File: config.mk
export PLATFORM = sky130hd
export DESIGN_NAME = bowtc_controller
export DESIGN_NICKNAME = d
export VERILOG_FILES = /design/src/hdl/bowtc_controller.v
export VERILOG_INCLUDE_DIRS = /design/src /design/src/shared
export SDC_FILE = /design/constraint.sdc
export NUM_CORES = 1
export LEC_CHECK = 0
export BUFFER_PORTS_ARGS = -buffer_cell sky130_fd_sc_hd__buf_2
export CAP_MARGIN = 20
export CORE_MARGIN = 3
export CORE_UTILIZATION = 40
export CTS_CLUSTER_DIAMETER = 80
export DETAILED_ROUTE_END_ITERATION = 10
export SYNTH_ARGS = -nofsm -noshare
export SYNTH_HDL_FRONTEND = slang
export SYNTH_SLANG_ARGS = --single-unit
File: constraint.sdc
create_clock -name clock_i -period 3.69 [get_ports clock_i]
set_clock_uncertainty 0.1 [all_clocks]
set_input_delay 0.738 -clock clock_i [delete_from_list [all_inputs] [get_ports clock_i]]
set_output_delay 0.738 -clock clock_i [all_outputs]
set_load 0.01 [all_outputs]
File: src/shared/bowtc_regs.vh
// Purpose: Register map, field positions, status codes and rate constants
//          of the byte oriented two wire controller.
// Assumes: 8-bit special function register bus, system clock on clock_i.
// Notes:   Definitions only; included by bare name.
`ifndef BOWTC_REGS_VH
`define BOWTC_REGS_VH

// Register addresses on the special function register bus
`define BOWTC_ADDR_CONTROL 8'hd8
`define BOWTC_ADDR_STATUS 8'hd9
`define BOWTC_ADDR_DATA 8'hda
`define BOWTC_ADDR_OWN 8'hdb

// Control register field positions
`define BOWTC_CTL_RATE_HIGH 7
`define BOWTC_CTL_ENABLE 6
`define BOWTC_CTL_BEGIN 5
`define BOWTC_CTL_END 4
`define BOWTC_CTL_FLAG 3
`define BOWTC_CTL_ACK 2
`define BOWTC_CTL_RATE_MID 1
`define BOWTC_CTL_RATE_LOW 0

// Own address register: general call enable position
`define BOWTC_OWN_GC 0

// Reset values
`define BOWTC_RST_CONTROL 8'h00
`define BOWTC_RST_OWN 8'h00
`define BOWTC_RST_DATA 8'h00
`define BOWTC_RST_READ 8'h00

// Status codes, low three bits always zero
`define BOWTC_ST_BUS_ERR 8'h00
`define BOWTC_ST_START 8'h08
`define BOWTC_ST_RSTART 8'h10
`define BOWTC_ST_AW_ACK 8'h18
`define BOWTC_ST_AW_NACK 8'h20
`define BOWTC_ST_DT_ACK 8'h28
`define BOWTC_ST_DT_NACK 8'h30
`define BOWTC_ST_ARB_LOST 8'h38
`define BOWTC_ST_AR_ACK 8'h40
`define BOWTC_ST_AR_NACK 8'h48
`define BOWTC_ST_DR_ACK 8'h50
`define BOWTC_ST_DR_NACK 8'h58
`define BOWTC_ST_SW_OWN 8'h60
`define BOWTC_ST_SW_GC 8'h70
`define BOWTC_ST_SR_OWN_ACK 8'h80
`define BOWTC_ST_SR_OWN_NACK 8'h88
`define BOWTC_ST_SR_GC_ACK 8'h90
`define BOWTC_ST_SR_GC_NACK 8'h98
`define BOWTC_ST_SLV_END 8'ha0
`define BOWTC_ST_SR_READ 8'ha8
`define BOWTC_ST_ST_ACK 8'hb8
`define BOWTC_ST_ST_NACK 8'hc0
`define BOWTC_ST_ST_LAST 8'hc8
`define BOWTC_ST_IDLE 8'hf8

// Half SCL periods in system clocks (divisors 60,1600,40,30,240,3200,160,120)
`define BOWTC_HALF_000 12'h01e
`define BOWTC_HALF_001 12'h320
`define BOWTC_HALF_010 12'h014
`define BOWTC_HALF_011 12'h00f
`define BOWTC_HALF_100 12'h078
`define BOWTC_HALF_101 12'h640
`define BOWTC_HALF_110 12'h050
`define BOWTC_HALF_111 12'h03c

// Bit counter values of the acknowledge bit and the last data bit
`define BOWTC_ACK_BIT 4'h8
`define BOWTC_LAST_DATA_BIT 4'h7

`endif

File: src/hdl/bowtc_controller.v
// Purpose: Byte oriented two wire bus controller, master and slave, with
//          control, status, data and own address registers.
// Assumes: Open-drain SCL/SDA resolved outside; registers on the SFR bus.
// Notes:   Clearing the enable bit resets the bus engine, status and data; own address is kept.
`timescale 1ns/1ns
`include "bowtc_regs.vh"

// Overview of operation
// - CPU reads and writes control; hardware only sets flag, clears end request.
// - End request cleared by bus STOP and whenever unit enable is 0.
// - Unit enable 0 holds engine in reset with SCL and SDA released.
// - Begin request: START when bus free, repeated START when master.
// - End request as master generates a STOP.
// - End request as slave: no STOP, release lines, unaddressed, clear bit.
// - Master sets flag after START and each byte, also on arbitration loss.
// - Flag on own address or enabled general call with ack enable set.
// - Addressed slave sets flag after each byte and on STOP or START.
// - Flag set holds SCL low, except after arbitration loss (38H) or slave STOP/START (A0H); only software clears the flag.
// - Ack enable set: acknowledge address, general call and received bytes.
// - Ack enable clear: no acknowledge, no response to own or general call.
// - Rate codes 100..111 divide clock by 240, 3200, 160, 120.
// - Rate codes 000..011 divide clock by 60, 1600, 40, 30.
// - Slave ignores rate bits and follows the master clock.
// - Status register is read only and usable as a routine index.
// - Status code in bits 7 to 3, bits 2 to 0 read zero.
// - Master reports 08H after START and 10H after repeated START.
// - Master transmitter reports 18H after address-write acknowledged.
// - Master transmitter reports 28H after data byte acknowledged.
// - Arbitration loss in address, direction or data reports 38H.
// - Own address in bits 7 to 1; bit 0 enables general call.
// - Status F8H when nothing relevant and the flag is clear.
// - Data shifts most significant bit first, right to left.
module bowtc_controller (
   input wire clock_i,
   input wire rst_n_i,
   input wire [7:0] sfr_addr_i,
   input wire sfr_wr_i,
   input wire [7:0] sfr_wdata_i,
   output reg [7:0] sfr_rdata_o,
   input wire scl_i,
   input wire sda_i,
   output reg scl_o,
   output reg scl_oe_o,
   output reg sda_o,
   output reg sda_oe_o,
   output reg serial_irq_o
);

   localparam [4:0] ST_IDLE = 5'h01;
   localparam [4:0] ST_RS = 5'h02;
   localparam [4:0] ST_XFER = 5'h04;
   localparam [4:0] ST_WAIT = 5'h08;
   localparam [4:0] ST_STOP = 5'h10;

   // Half SCL period for the selected rate code
   function [11:0] bowtc_half;
      input [2:0] code;
      begin
         case (code)
            3'h0: bowtc_half = `BOWTC_HALF_000;
            3'h1: bowtc_half = `BOWTC_HALF_001;
            3'h2: bowtc_half = `BOWTC_HALF_010;
            3'h3: bowtc_half = `BOWTC_HALF_011;
            3'h4: bowtc_half = `BOWTC_HALF_100;
            3'h5: bowtc_half = `BOWTC_HALF_101;
            3'h6: bowtc_half = `BOWTC_HALF_110;
            default: bowtc_half = `BOWTC_HALF_111;
         endcase
      end
   endfunction

   reg [7:0] ctl;
   reg [7:0] status;
   reg [7:0] shift;
   reg [7:0] own_addr;
   reg [1:0] scl_sync;
   reg [1:0] sda_sync;
   reg scl_d;
   reg sda_d;
   reg [4:0] state;
   reg [1:0] step;
   reg [11:0] hcnt;
   reg [3:0] bit_cnt;
   reg master;
   reg addressed;
   reg rs_flag;
   reg addr_phase;
   reg rd_dir;
   reg tx;
   reg slv_tx;
   reg gc_sel;
   reg rose;
   reg got_ack;
   reg ack_sent;
   reg drop_after;
   reg busy;
   reg set_si_p;
   reg clr_sto_p;

   wire scl_s = scl_sync[1];
   wire sda_s = sda_sync[1];
   wire scl_rise = scl_s & ~scl_d;
   wire scl_fall = ~scl_s & scl_d;
   wire start_det = scl_s & scl_d & sda_d & ~sda_s;
   wire stop_det = scl_s & scl_d & ~sda_d & sda_s;
   wire wr_ctl = sfr_wr_i && (sfr_addr_i == `BOWTC_ADDR_CONTROL);
   wire next_en = wr_ctl ? sfr_wdata_i[`BOWTC_CTL_ENABLE] : ctl[`BOWTC_CTL_ENABLE];
   wire [2:0] rate = {ctl[`BOWTC_CTL_RATE_HIGH], ctl[`BOWTC_CTL_RATE_MID],
                      ctl[`BOWTC_CTL_RATE_LOW]};
   wire [11:0] half_m1 = bowtc_half(rate) - 12'h001;
   wire tick = (hcnt == half_m1);
   wire aa = ctl[`BOWTC_CTL_ACK];
   wire own_hit = aa && (shift[7:1] == own_addr[7:1]);
   wire gc_hit = aa && own_addr[`BOWTC_OWN_GC] && (shift == 8'h00);
   wire next_tx = master ? (addr_phase | ~rd_dir) : slv_tx;
   wire si_busy = ctl[`BOWTC_CTL_FLAG] | set_si_p;

   // Two-stage synchronisers on the bus pins, third stage for edges
   always @(posedge clock_i)
   begin
      if (!rst_n_i)
      begin
         scl_sync <= 2'h3;
         sda_sync <= 2'h3;
         scl_d <= 1'b1;
         sda_d <= 1'b1;
      end
      else
      begin
         scl_sync <= {scl_sync[0], scl_i};
         sda_sync <= {sda_sync[0], sda_i};
         scl_d <= scl_sync[1];
         sda_d <= sda_sync[1];
      end
   end

   // Control register; hardware set of the flag beats a software clear
   always @(posedge clock_i)
   begin
      if (!rst_n_i)
      begin
         ctl <= `BOWTC_RST_CONTROL;
         serial_irq_o <= 1'b0;
      end
      else
      begin
         if (wr_ctl)
            ctl <= sfr_wdata_i;
         if (set_si_p)
            ctl[`BOWTC_CTL_FLAG] <= 1'b1;
         if ((clr_sto_p && !wr_ctl) || !next_en)
            ctl[`BOWTC_CTL_END] <= 1'b0;
         serial_irq_o <= set_si_p | (wr_ctl ? sfr_wdata_i[`BOWTC_CTL_FLAG] :
                         ctl[`BOWTC_CTL_FLAG]);
      end
   end

   // Own address register and registered read port; open-drain levels
   always @(posedge clock_i)
   begin
      scl_o <= 1'b0;
      sda_o <= 1'b0;
      if (!rst_n_i)
      begin
         own_addr <= `BOWTC_RST_OWN;
         sfr_rdata_o <= `BOWTC_RST_READ;
      end
      else
      begin
         if (sfr_wr_i && (sfr_addr_i == `BOWTC_ADDR_OWN))
            own_addr <= sfr_wdata_i;
         case (sfr_addr_i)
            `BOWTC_ADDR_CONTROL: sfr_rdata_o <= ctl;
            `BOWTC_ADDR_STATUS: sfr_rdata_o <= {status[7:3], 3'h0};
            `BOWTC_ADDR_DATA: sfr_rdata_o <= shift;
            `BOWTC_ADDR_OWN: sfr_rdata_o <= own_addr;
            default: sfr_rdata_o <= `BOWTC_RST_READ;
         endcase
      end
   end

   // Bus engine; unit enable low keeps it in reset with both lines released
   always @(posedge clock_i)
   begin
      if (!rst_n_i || !ctl[`BOWTC_CTL_ENABLE])
      begin
         state <= ST_IDLE;
         scl_oe_o <= 1'b0;
         sda_oe_o <= 1'b0;
         status <= `BOWTC_ST_IDLE;
         shift <= `BOWTC_RST_DATA;
         step <= 2'h0;
         hcnt <= 12'h000;
         bit_cnt <= 4'h0;
         master <= 1'b0;
         addressed <= 1'b0;
         rs_flag <= 1'b0;
         addr_phase <= 1'b0;
         rd_dir <= 1'b0;
         tx <= 1'b0;
         slv_tx <= 1'b0;
         gc_sel <= 1'b0;
         rose <= 1'b0;
         got_ack <= 1'b0;
         ack_sent <= 1'b0;
         drop_after <= 1'b0;
         busy <= 1'b0;
         set_si_p <= 1'b0;
         clr_sto_p <= 1'b0;
      end
      else
      begin
         set_si_p <= 1'b0;
         clr_sto_p <= stop_det;
         hcnt <= hcnt + 12'h001;
         if (start_det)
            busy <= 1'b1;
         else if (stop_det)
            busy <= 1'b0;
         if (sfr_wr_i && (sfr_addr_i == `BOWTC_ADDR_DATA) && state != ST_XFER)
            shift <= sfr_wdata_i;
         // STOP or START seen while addressed ends the slave transfer
         if (!master && addressed && (start_det || stop_det) &&
             (state == ST_XFER || state == ST_WAIT))
         begin
            addressed <= 1'b0;
            status <= `BOWTC_ST_SLV_END;
            set_si_p <= 1'b1;
            scl_oe_o <= 1'b0;
            sda_oe_o <= 1'b0;
            state <= ST_WAIT;
         end
         else
         case (state)
            ST_IDLE:
            begin
               if (ctl[`BOWTC_CTL_BEGIN] && !busy && scl_s && sda_s)
               begin
                  master <= 1'b1;
                  rs_flag <= 1'b0;
                  sda_oe_o <= 1'b1;
                  step <= 2'h2;
                  hcnt <= 12'h000;
                  state <= ST_RS;
               end
               else if (start_det)
               begin
                  addr_phase <= 1'b1;
                  tx <= 1'b0;
                  bit_cnt <= 4'h0;
                  rose <= 1'b0;
                  state <= ST_XFER;
               end
            end
            ST_RS:
            begin
               if (step == 2'h0 && tick)
               begin
                  scl_oe_o <= 1'b0;
                  hcnt <= 12'h000;
                  step <= 2'h1;
               end
               else if (step == 2'h1)
               begin
                  // Wait for SCL high so a stretching slave is honoured
                  if (!scl_s)
                     hcnt <= 12'h000;
                  else if (tick)
                  begin
                     sda_oe_o <= 1'b1;
                     hcnt <= 12'h000;
                     step <= 2'h2;
                  end
               end
               else if (step == 2'h2 && tick)
               begin
                  scl_oe_o <= 1'b1;
                  addr_phase <= 1'b1;
                  status <= rs_flag ? `BOWTC_ST_RSTART : `BOWTC_ST_START;
                  set_si_p <= 1'b1;
                  state <= ST_WAIT;
               end
            end
            ST_XFER:
            begin
               // Master SCL generation; slaves only follow the bus clock
               if (master)
               begin
                  if (scl_oe_o)
                  begin
                     if (tick)
                     begin
                        scl_oe_o <= 1'b0;
                        hcnt <= 12'h000;
                     end
                  end
                  else if (!scl_s)
                     hcnt <= 12'h000;
                  else if (tick)
                  begin
                     scl_oe_o <= 1'b1;
                     hcnt <= 12'h000;
                  end
               end
               if (scl_rise)
               begin
                  rose <= 1'b1;
                  if (bit_cnt != `BOWTC_ACK_BIT)
                     shift <= {shift[6:0], sda_s};
                  else
                     got_ack <= ~sda_s;
                  // Released a one but the line reads zero: another master won
                  if (master && tx && !sda_oe_o && !sda_s && bit_cnt != `BOWTC_ACK_BIT)
                  begin
                     master <= 1'b0;
                     scl_oe_o <= 1'b0;
                     status <= `BOWTC_ST_ARB_LOST;
                     set_si_p <= 1'b1;
                     state <= ST_WAIT;
                  end
               end
               else if (scl_fall && rose)
               begin
                  rose <= 1'b0;
                  if (bit_cnt == `BOWTC_ACK_BIT)
                  begin
                     sda_oe_o <= 1'b0;
                     scl_oe_o <= 1'b1;
                     set_si_p <= 1'b1;
                     state <= ST_WAIT;
                     if (master && addr_phase)
                     begin
                        rd_dir <= shift[0];
                        addr_phase <= 1'b0;
                        if (shift[0])
                           status <= got_ack ? `BOWTC_ST_AR_ACK : `BOWTC_ST_AR_NACK;
                        else
                           status <= got_ack ? `BOWTC_ST_AW_ACK : `BOWTC_ST_AW_NACK;
                     end
                     else if (master && tx)
                        status <= got_ack ? `BOWTC_ST_DT_ACK : `BOWTC_ST_DT_NACK;
                     else if (master)
                        status <= ack_sent ? `BOWTC_ST_DR_ACK : `BOWTC_ST_DR_NACK;
                     else if (addr_phase)
                     begin
                        addressed <= 1'b1;
                        addr_phase <= 1'b0;
                        drop_after <= 1'b0;
                        gc_sel <= ~own_hit;
                        slv_tx <= own_hit & shift[0];
                        if (own_hit)
                           status <= shift[0] ? `BOWTC_ST_SR_READ : `BOWTC_ST_SW_OWN;
                        else
                           status <= `BOWTC_ST_SW_GC;
                     end
                     else if (slv_tx)
                     begin
                        drop_after <= ~got_ack | ~aa;
                        if (!got_ack)
                           status <= `BOWTC_ST_ST_NACK;
                        else
                           status <= aa ? `BOWTC_ST_ST_ACK : `BOWTC_ST_ST_LAST;
                     end
                     else
                     begin
                        drop_after <= ~ack_sent;
                        if (gc_sel)
                           status <= ack_sent ? `BOWTC_ST_SR_GC_ACK : `BOWTC_ST_SR_GC_NACK;
                        else
                           status <= ack_sent ? `BOWTC_ST_SR_OWN_ACK : `BOWTC_ST_SR_OWN_NACK;
                     end
                  end
                  else
                  begin
                     bit_cnt <= bit_cnt + 4'h1;
                     if (bit_cnt != `BOWTC_LAST_DATA_BIT)
                        sda_oe_o <= tx & ~shift[7];
                     else if (tx)
                        sda_oe_o <= 1'b0;
                     else if (!master && addr_phase)
                     begin
                        if (own_hit || gc_hit)
                        begin
                           sda_oe_o <= 1'b1;
                           ack_sent <= 1'b1;
                        end
                        else
                        begin
                           sda_oe_o <= 1'b0;
                           state <= ST_IDLE;
                        end
                     end
                     else
                     begin
                        sda_oe_o <= aa;
                        ack_sent <= aa;
                     end
                  end
               end
            end
            ST_WAIT:
            begin
               // Leave only after software cleared the flag
               if (!si_busy)
               begin
                  status <= `BOWTC_ST_IDLE;
                  hcnt <= 12'h000;
                  rose <= 1'b0;
                  bit_cnt <= 4'h0;
                  if (master && ctl[`BOWTC_CTL_END])
                  begin
                     sda_oe_o <= 1'b1;
                     step <= 2'h0;
                     state <= ST_STOP;
                  end
                  else if (master && ctl[`BOWTC_CTL_BEGIN])
                  begin
                     sda_oe_o <= 1'b0;
                     rs_flag <= 1'b1;
                     step <= 2'h0;
                     state <= ST_RS;
                  end
                  else if (!master && (ctl[`BOWTC_CTL_END] || !addressed || drop_after))
                  begin
                     addressed <= 1'b0;
                     scl_oe_o <= 1'b0;
                     sda_oe_o <= 1'b0;
                     if (ctl[`BOWTC_CTL_END])
                        clr_sto_p <= 1'b1;
                     state <= ST_IDLE;
                  end
                  else
                  begin
                     tx <= next_tx;
                     sda_oe_o <= next_tx & ~shift[7];
                     if (!master)
                        scl_oe_o <= 1'b0;
                     state <= ST_XFER;
                  end
               end
            end
            ST_STOP:
            begin
               if (step == 2'h0 && tick)
               begin
                  scl_oe_o <= 1'b0;
                  hcnt <= 12'h000;
                  step <= 2'h1;
               end
               else if (step == 2'h1)
               begin
                  if (!scl_s)
                     hcnt <= 12'h000;
                  else if (tick)
                  begin
                     sda_oe_o <= 1'b0;
                     master <= 1'b0;
                     clr_sto_p <= 1'b1;
                     state <= ST_IDLE;
                  end
               end
            end
            default:
               state <= ST_IDLE;
         endcase
      end
   end

endmodule // bowtc_controller

# Yosys cells after proc, flatten, opt, wreduce, memory -nomap -nowiden
# Cells that the tools add are included.
# word_totals
ff_bits,87
latchBits,0
out_inout_bits,13
mem_bits_rw,0
input_bits,21
romBits,0
mem_count,0
# classes
eq_ne,87
addsub,3
bitwise_logic,34
muxes,199
shift,0
order_cmp,0
div,0
n_reduce_logical,78
n_mul,0
# ops
op,n
8-bit two-way mux,20
12-bit two-way mux,12
5-bit two-way mux,22
1-bit two-way mux,100
11-bit one-hot mux with 7 select lines,1
12-bit one-hot mux with 5 select lines,1
8-bit AND reduction,7
2-bit inequality test (second input constant),25
4-bit two-way mux,12
3-bit inequality test (second input constant),13
8-bit equality test (second input constant),4
8-bit one-hot mux with 4 select lines,1
15-bit AND reduction,2
7-bit two-way mux,4
9-bit AND reduction,3
1-bit logical AND,26
5-bit one-hot mux with 5 select lines,1
8-bit one-hot mux with 3 select lines,1
12-bit AND reduction,2
3-bit by 2-bit inequality test with 1-bit output (second input constant),7
1-bit NOT,20
2-bit two-way mux,9
6-bit AND reduction,3
4-bit by 2-bit inequality test with 1-bit output (second input constant),4
other kinds (45),101

# Depth between registers and ports, before layout
# logic_depth
ltp_word,12
mapped_depth,13
ltp_nobuf,11

# Worst setup path before layout
# No wires, ideal clock.
# synth_timing
path_kind,register -> register
start,register ctl[0]
end,register status[5]
setup_time_ns,0.122
stages_incl_launch_ff,11
t_required_ns,3.468
synth_period_minus_slack_ns,3.192
slack_ns,0.498
path_buffers,0
t_arrival_ns,2.970
path_cell_list,dfxtp_1 > ha_1 > nand2b_1 > ha_1 > xor2_1 > or4_1 > a22oi_2 > nor3b_4 > a31o_2 > nand3_1 > a221o_1
# synth_between
elab_chain_len,7
word_cells_on_any_way,15
classes_between,1 x add/sub; 9 x eq/ne; 1 x mux; 4 x reduce/logical
# synth_rtl
element,line_no,source
from (decl),bowtc_controller.v:72,reg [7:0] ctl;
from (signal assigned),bowtc_controller.v:142,ctl <= `BOWTC_RST_CONTROL;
from (signal assigned),bowtc_controller.v:148,ctl <= sfr_wdata_i;
3-bit equality test (tied with other cells),bowtc_controller.v:59,case (code)
11-bit one-hot mux with 7 select lines *,bowtc_controller.v:59,
12-bit by 1-bit subtractor with 12-bit output *,bowtc_controller.v:110,wire [11:0] half_m1 = bowtc_half(rate) - 12'h001;
12-bit equality test *,bowtc_controller.v:111,wire tick = (hcnt == half_m1);
"1-bit logical AND, on equally long branches","bowtc_controller.v:275, bowtc_controller.v:257",
2-bit inequality test (no line),n/a,
8-bit AND reduction (no line) *,n/a,
to (signal assigned),bowtc_controller.v:279,status <= rs_flag ? `BOWTC_ST_RSTART : `BOWTC_ST_START;
to (signal assigned),bowtc_controller.v:317,status <= `BOWTC_ST_ARB_LOST;
to (signal assigned),bowtc_controller.v:336,status <= got_ack ? `BOWTC_ST_AR_ACK : `BOWTC_ST_AR_NACK;
to (decl),bowtc_controller.v:73,reg [7:0] status;
# Mark *: on every way between the ends. The rest lies on a longest branch, timed or not.
# A chain may end at the register's enable or synchronous reset.

# Worst setup path in the final report
# layout_timing
start,register ctl[1]
end,register status[5]
# The elaborated chain is that of the path after synthesis.

==> results.sh <==
export IMPL_clock_latency_ns=0.35
export IMPL_antenna_found_initial=0
export IMPL_worstSetupPathType="reg -> reg"
export IMPL_synth_edf_count=0
export IMPL_startpoint="ctl[1]"
export IMPL_gp_congestion=0.9862
export IMPL_cts_tree="built"
export IMPL_layout_drive_gt1_share=0.1207
export IMPL_min_delay_start="sda_sync[0]"
export IMPL_synth_area_leaders="dfxtp_1, mux2i_1, nor2_1"
export IMPL_vias=4924
export IMPL_hold_viol=0
export IMPL_die_area_um2=14340
export IMPL_slew_headroom=0.3898
export IMPL_cts_hold_buf=0
export IMPL_hold_path_class="reg -> reg"
export IMPL_io_buffer_count=31
export IMPL_reg2reg_from="ctl[1]"
export IMPL_nets=697
export IMPL_timing_max_cap_violations=0
export IMPL_rsz0062_at_grt="no"
export IMPL_status="complete, no violations"
export IMPL_crit_end="status[5]"
export IMPL_wl_um=15620
export IMPL_num_antenna_cells=0
export IMPL_total_power_uw=1889
export IMPL_grt_max_degree=26
export IMPL_grt_pass1_vias=4631
export IMPL_peakVddDrop_v=0.0002050
export IMPL_cts_max_level=3
export IMPL_wl_per_cell_um=18.62
export IMPL_start_util=0.4202
export IMPL_place_area_um2=5520
export IMPL_start_kind="register"
export IMPL_grtUsageTotal=0.2227
export IMPL_yosysMostFrequentCell="dfxtp_1"
export IMPL_setup_tns_final_ns=0
export IMPL_post_drt_via_cell_ratio=5.869
export IMPL_synth_top_area_share=0.3250
export IMPL_drtIter0Drc=412
export IMPL_cts_buffers=9
export IMPL_antenna_left=0
export IMPL_dp_cells=822
export IMPL_timing_fmax_mhz=292.3
export IMPL_netlist_top_cells_count="dfxtp_1, nor2_1, nand2_1, mux2i_1, nand3_1"
export IMPL_grt_pass1_wl_um=25410
export IMPL_die_x_um=119.7
export IMPL_netlist_area_um2=5174
export IMPL_arrival_ns=3.56
export IMPL_fin_cells=839
export IMPL_clockBufferDepth=2
export IMPL_slew_violations=0
export IMPL_synth_ff_type="dfxtp_1"
export IMPL_synth_seq_area_share=0.3250
export IMPL_syn_area_per_cell_um2=8.084
export IMPL_synthArstFlopShare=0
export IMPL_yosys_area_top_type="dfxtp_1"
export IMPL_ff2ff_setup_slack_ns=0.27
export IMPL_r2r_cells=12
export IMPL_synth_cell_types=81
export IMPL_period_needed_ns=3.421
export IMPL_period_share=0.9272
export IMPL_drc=0
export IMPL_synthCells=640
export IMPL_cp_max_fo=11
export IMPL_r2r_end="status[5]"
export IMPL_std_cell_rows=40
export IMPL_powerDensity_nw_per_um2=323.2
export IMPL_core_um2=12310
export IMPL_path_clk_slew_ns=0.07
export IMPL_worst_pin_slew_ns=0.8923
export IMPL_cts_root_buf="clkbuf_16"
export IMPL_io_pins=34
export IMPL_setup_viol=0
export IMPL_ys_seq_elements=84
export IMPL_stdcell_area_um2=5846
export IMPL_yosysWarnings=0
export IMPL_dieHeight_um=119.7
export IMPL_p_leak_uw=0.002163
export IMPL_grt_overflow_total=0
export IMPL_clock_sinks=84
export IMPL_crit_required_ns=3.83
export IMPL_first_pass_iters=5
export IMPL_area_delta_synth_final_pct=12.99
export IMPL_endpoint_kind="register"
export IMPL_hpwlAfterDp_um=11830
[area by class of cell]
cell class	count	area (µm²)
Timing Repair Buffer	49	302.8
Clock inverter	6	68.82
Clock buffer	10	229.0
Multi-Input combinational cell	502	3277
Inverter	20	75.07
Sequential cell	84	1683
Fill cell	1260	6466
Tap cell	168	210.2
[how the worst min path moves through the flow]
stage,cells past startpoint,to,slack [ns]
global placement,1,sda_sync[1],0.29
floorplan,1,scl_sync[1],0.29
CTS,1,sda_sync[1],0.31
global route,1,sda_sync[1],0.34
detailed placement,1,sda_sync[1],0.30
finish,1,sda_sync[1],0.31
[logic make-up after synthesis]
kind of cell    Yosys count  synth area share
mux                      38           0.07376
fa+ha+maj                10           0.02418
compound gates          140            0.1990
flops                    84            0.3250
simple gates            286            0.2871
buf+inv                  55           0.04353
xor+xnor                 26           0.04667
other cells               1         0.0007248
[through the flow]
step	utilization	worst slack, ns	hold slack [ns]
global route	0.4748	0.04088	0.3353
CTS	0.4726	0.07245	0.3122
finish	0.4748	0.2686	0.3083
global placement	0.4484	0.2843	0.2923
detailed placement	0.4484	0.08696	0.2955
floorplan	-	0.4982	0.2863
[report_power, final]
part | switching, µW | internal [µW]
Clock | 396 | 531
Combinational | 29.1 | 20.4
Sequential | 3.99 | 909
[critical path: stages (launching register included)]
cell	delay (ns)
dfxtp_1	0.45
inv_1	0.10
ha_1	0.24
o21bai_1	0.16
ha_1	0.21
nand2_1	0.13
or4_4	0.53
or3b_4	0.41
a31oi_4	0.21
buf_12	0.15
a31o_2	0.16
nand3_1	0.10
a221o_1	0.37
[layer usage]
metal / up-vias / share of wire / GRT usage
li1: 2404 / - / -
met1: 2318 / 0.45 / 0.2995
met2: 174 / 0.46 / 0.3485
met3: 28 / 0.065 / 0.04147
met4: 0 / 0.032 / 0.09807
met5: - / 0 / 0
[placed cells by master (no fill, tap or decap), types with 5 or more instances in the layout]
cell       instances
dfxtp_1           83
nor2_1            81
nand2_1           47
mux2i_1           37
nand3_1           32
buf_2             31
a21oi_1           30
inv_1             20
nor2b_1           20
buf_4             17
nand2b_1          14
nor3_1            14
xnor2_1           13
nand4_1           13
a211oi_1          13
o21ai_0           13
xor2_1            12
ha_1              10
nor4_1             9
clkbuf_16          9
or3_1              8
and3_1             8
o211ai_1           8
a221oi_1           7
a31oi_1            6
nor3b_1            5
and2_1             5
a2111oi_0          5
o311ai_0           5
o21ai_1            5
[what timing repair did]
| item | CTS | global route |
|---|---|---|
| endpoints found under the setup margin | 0 | 10 |
| setup buffers | 0 | 1 |
| gates resized for setup | 0 | 2 |
[sequential cells by signal, indices dropped and copies added (netlist names), 4 cells and up]
name,cells
state,5
own_addr,8
shift,8
sfr_rdata_o,8
bit_cnt,4
status,5
ctl,8
hcnt,12
Note: power is estimated with default switching activity, not from simulation.
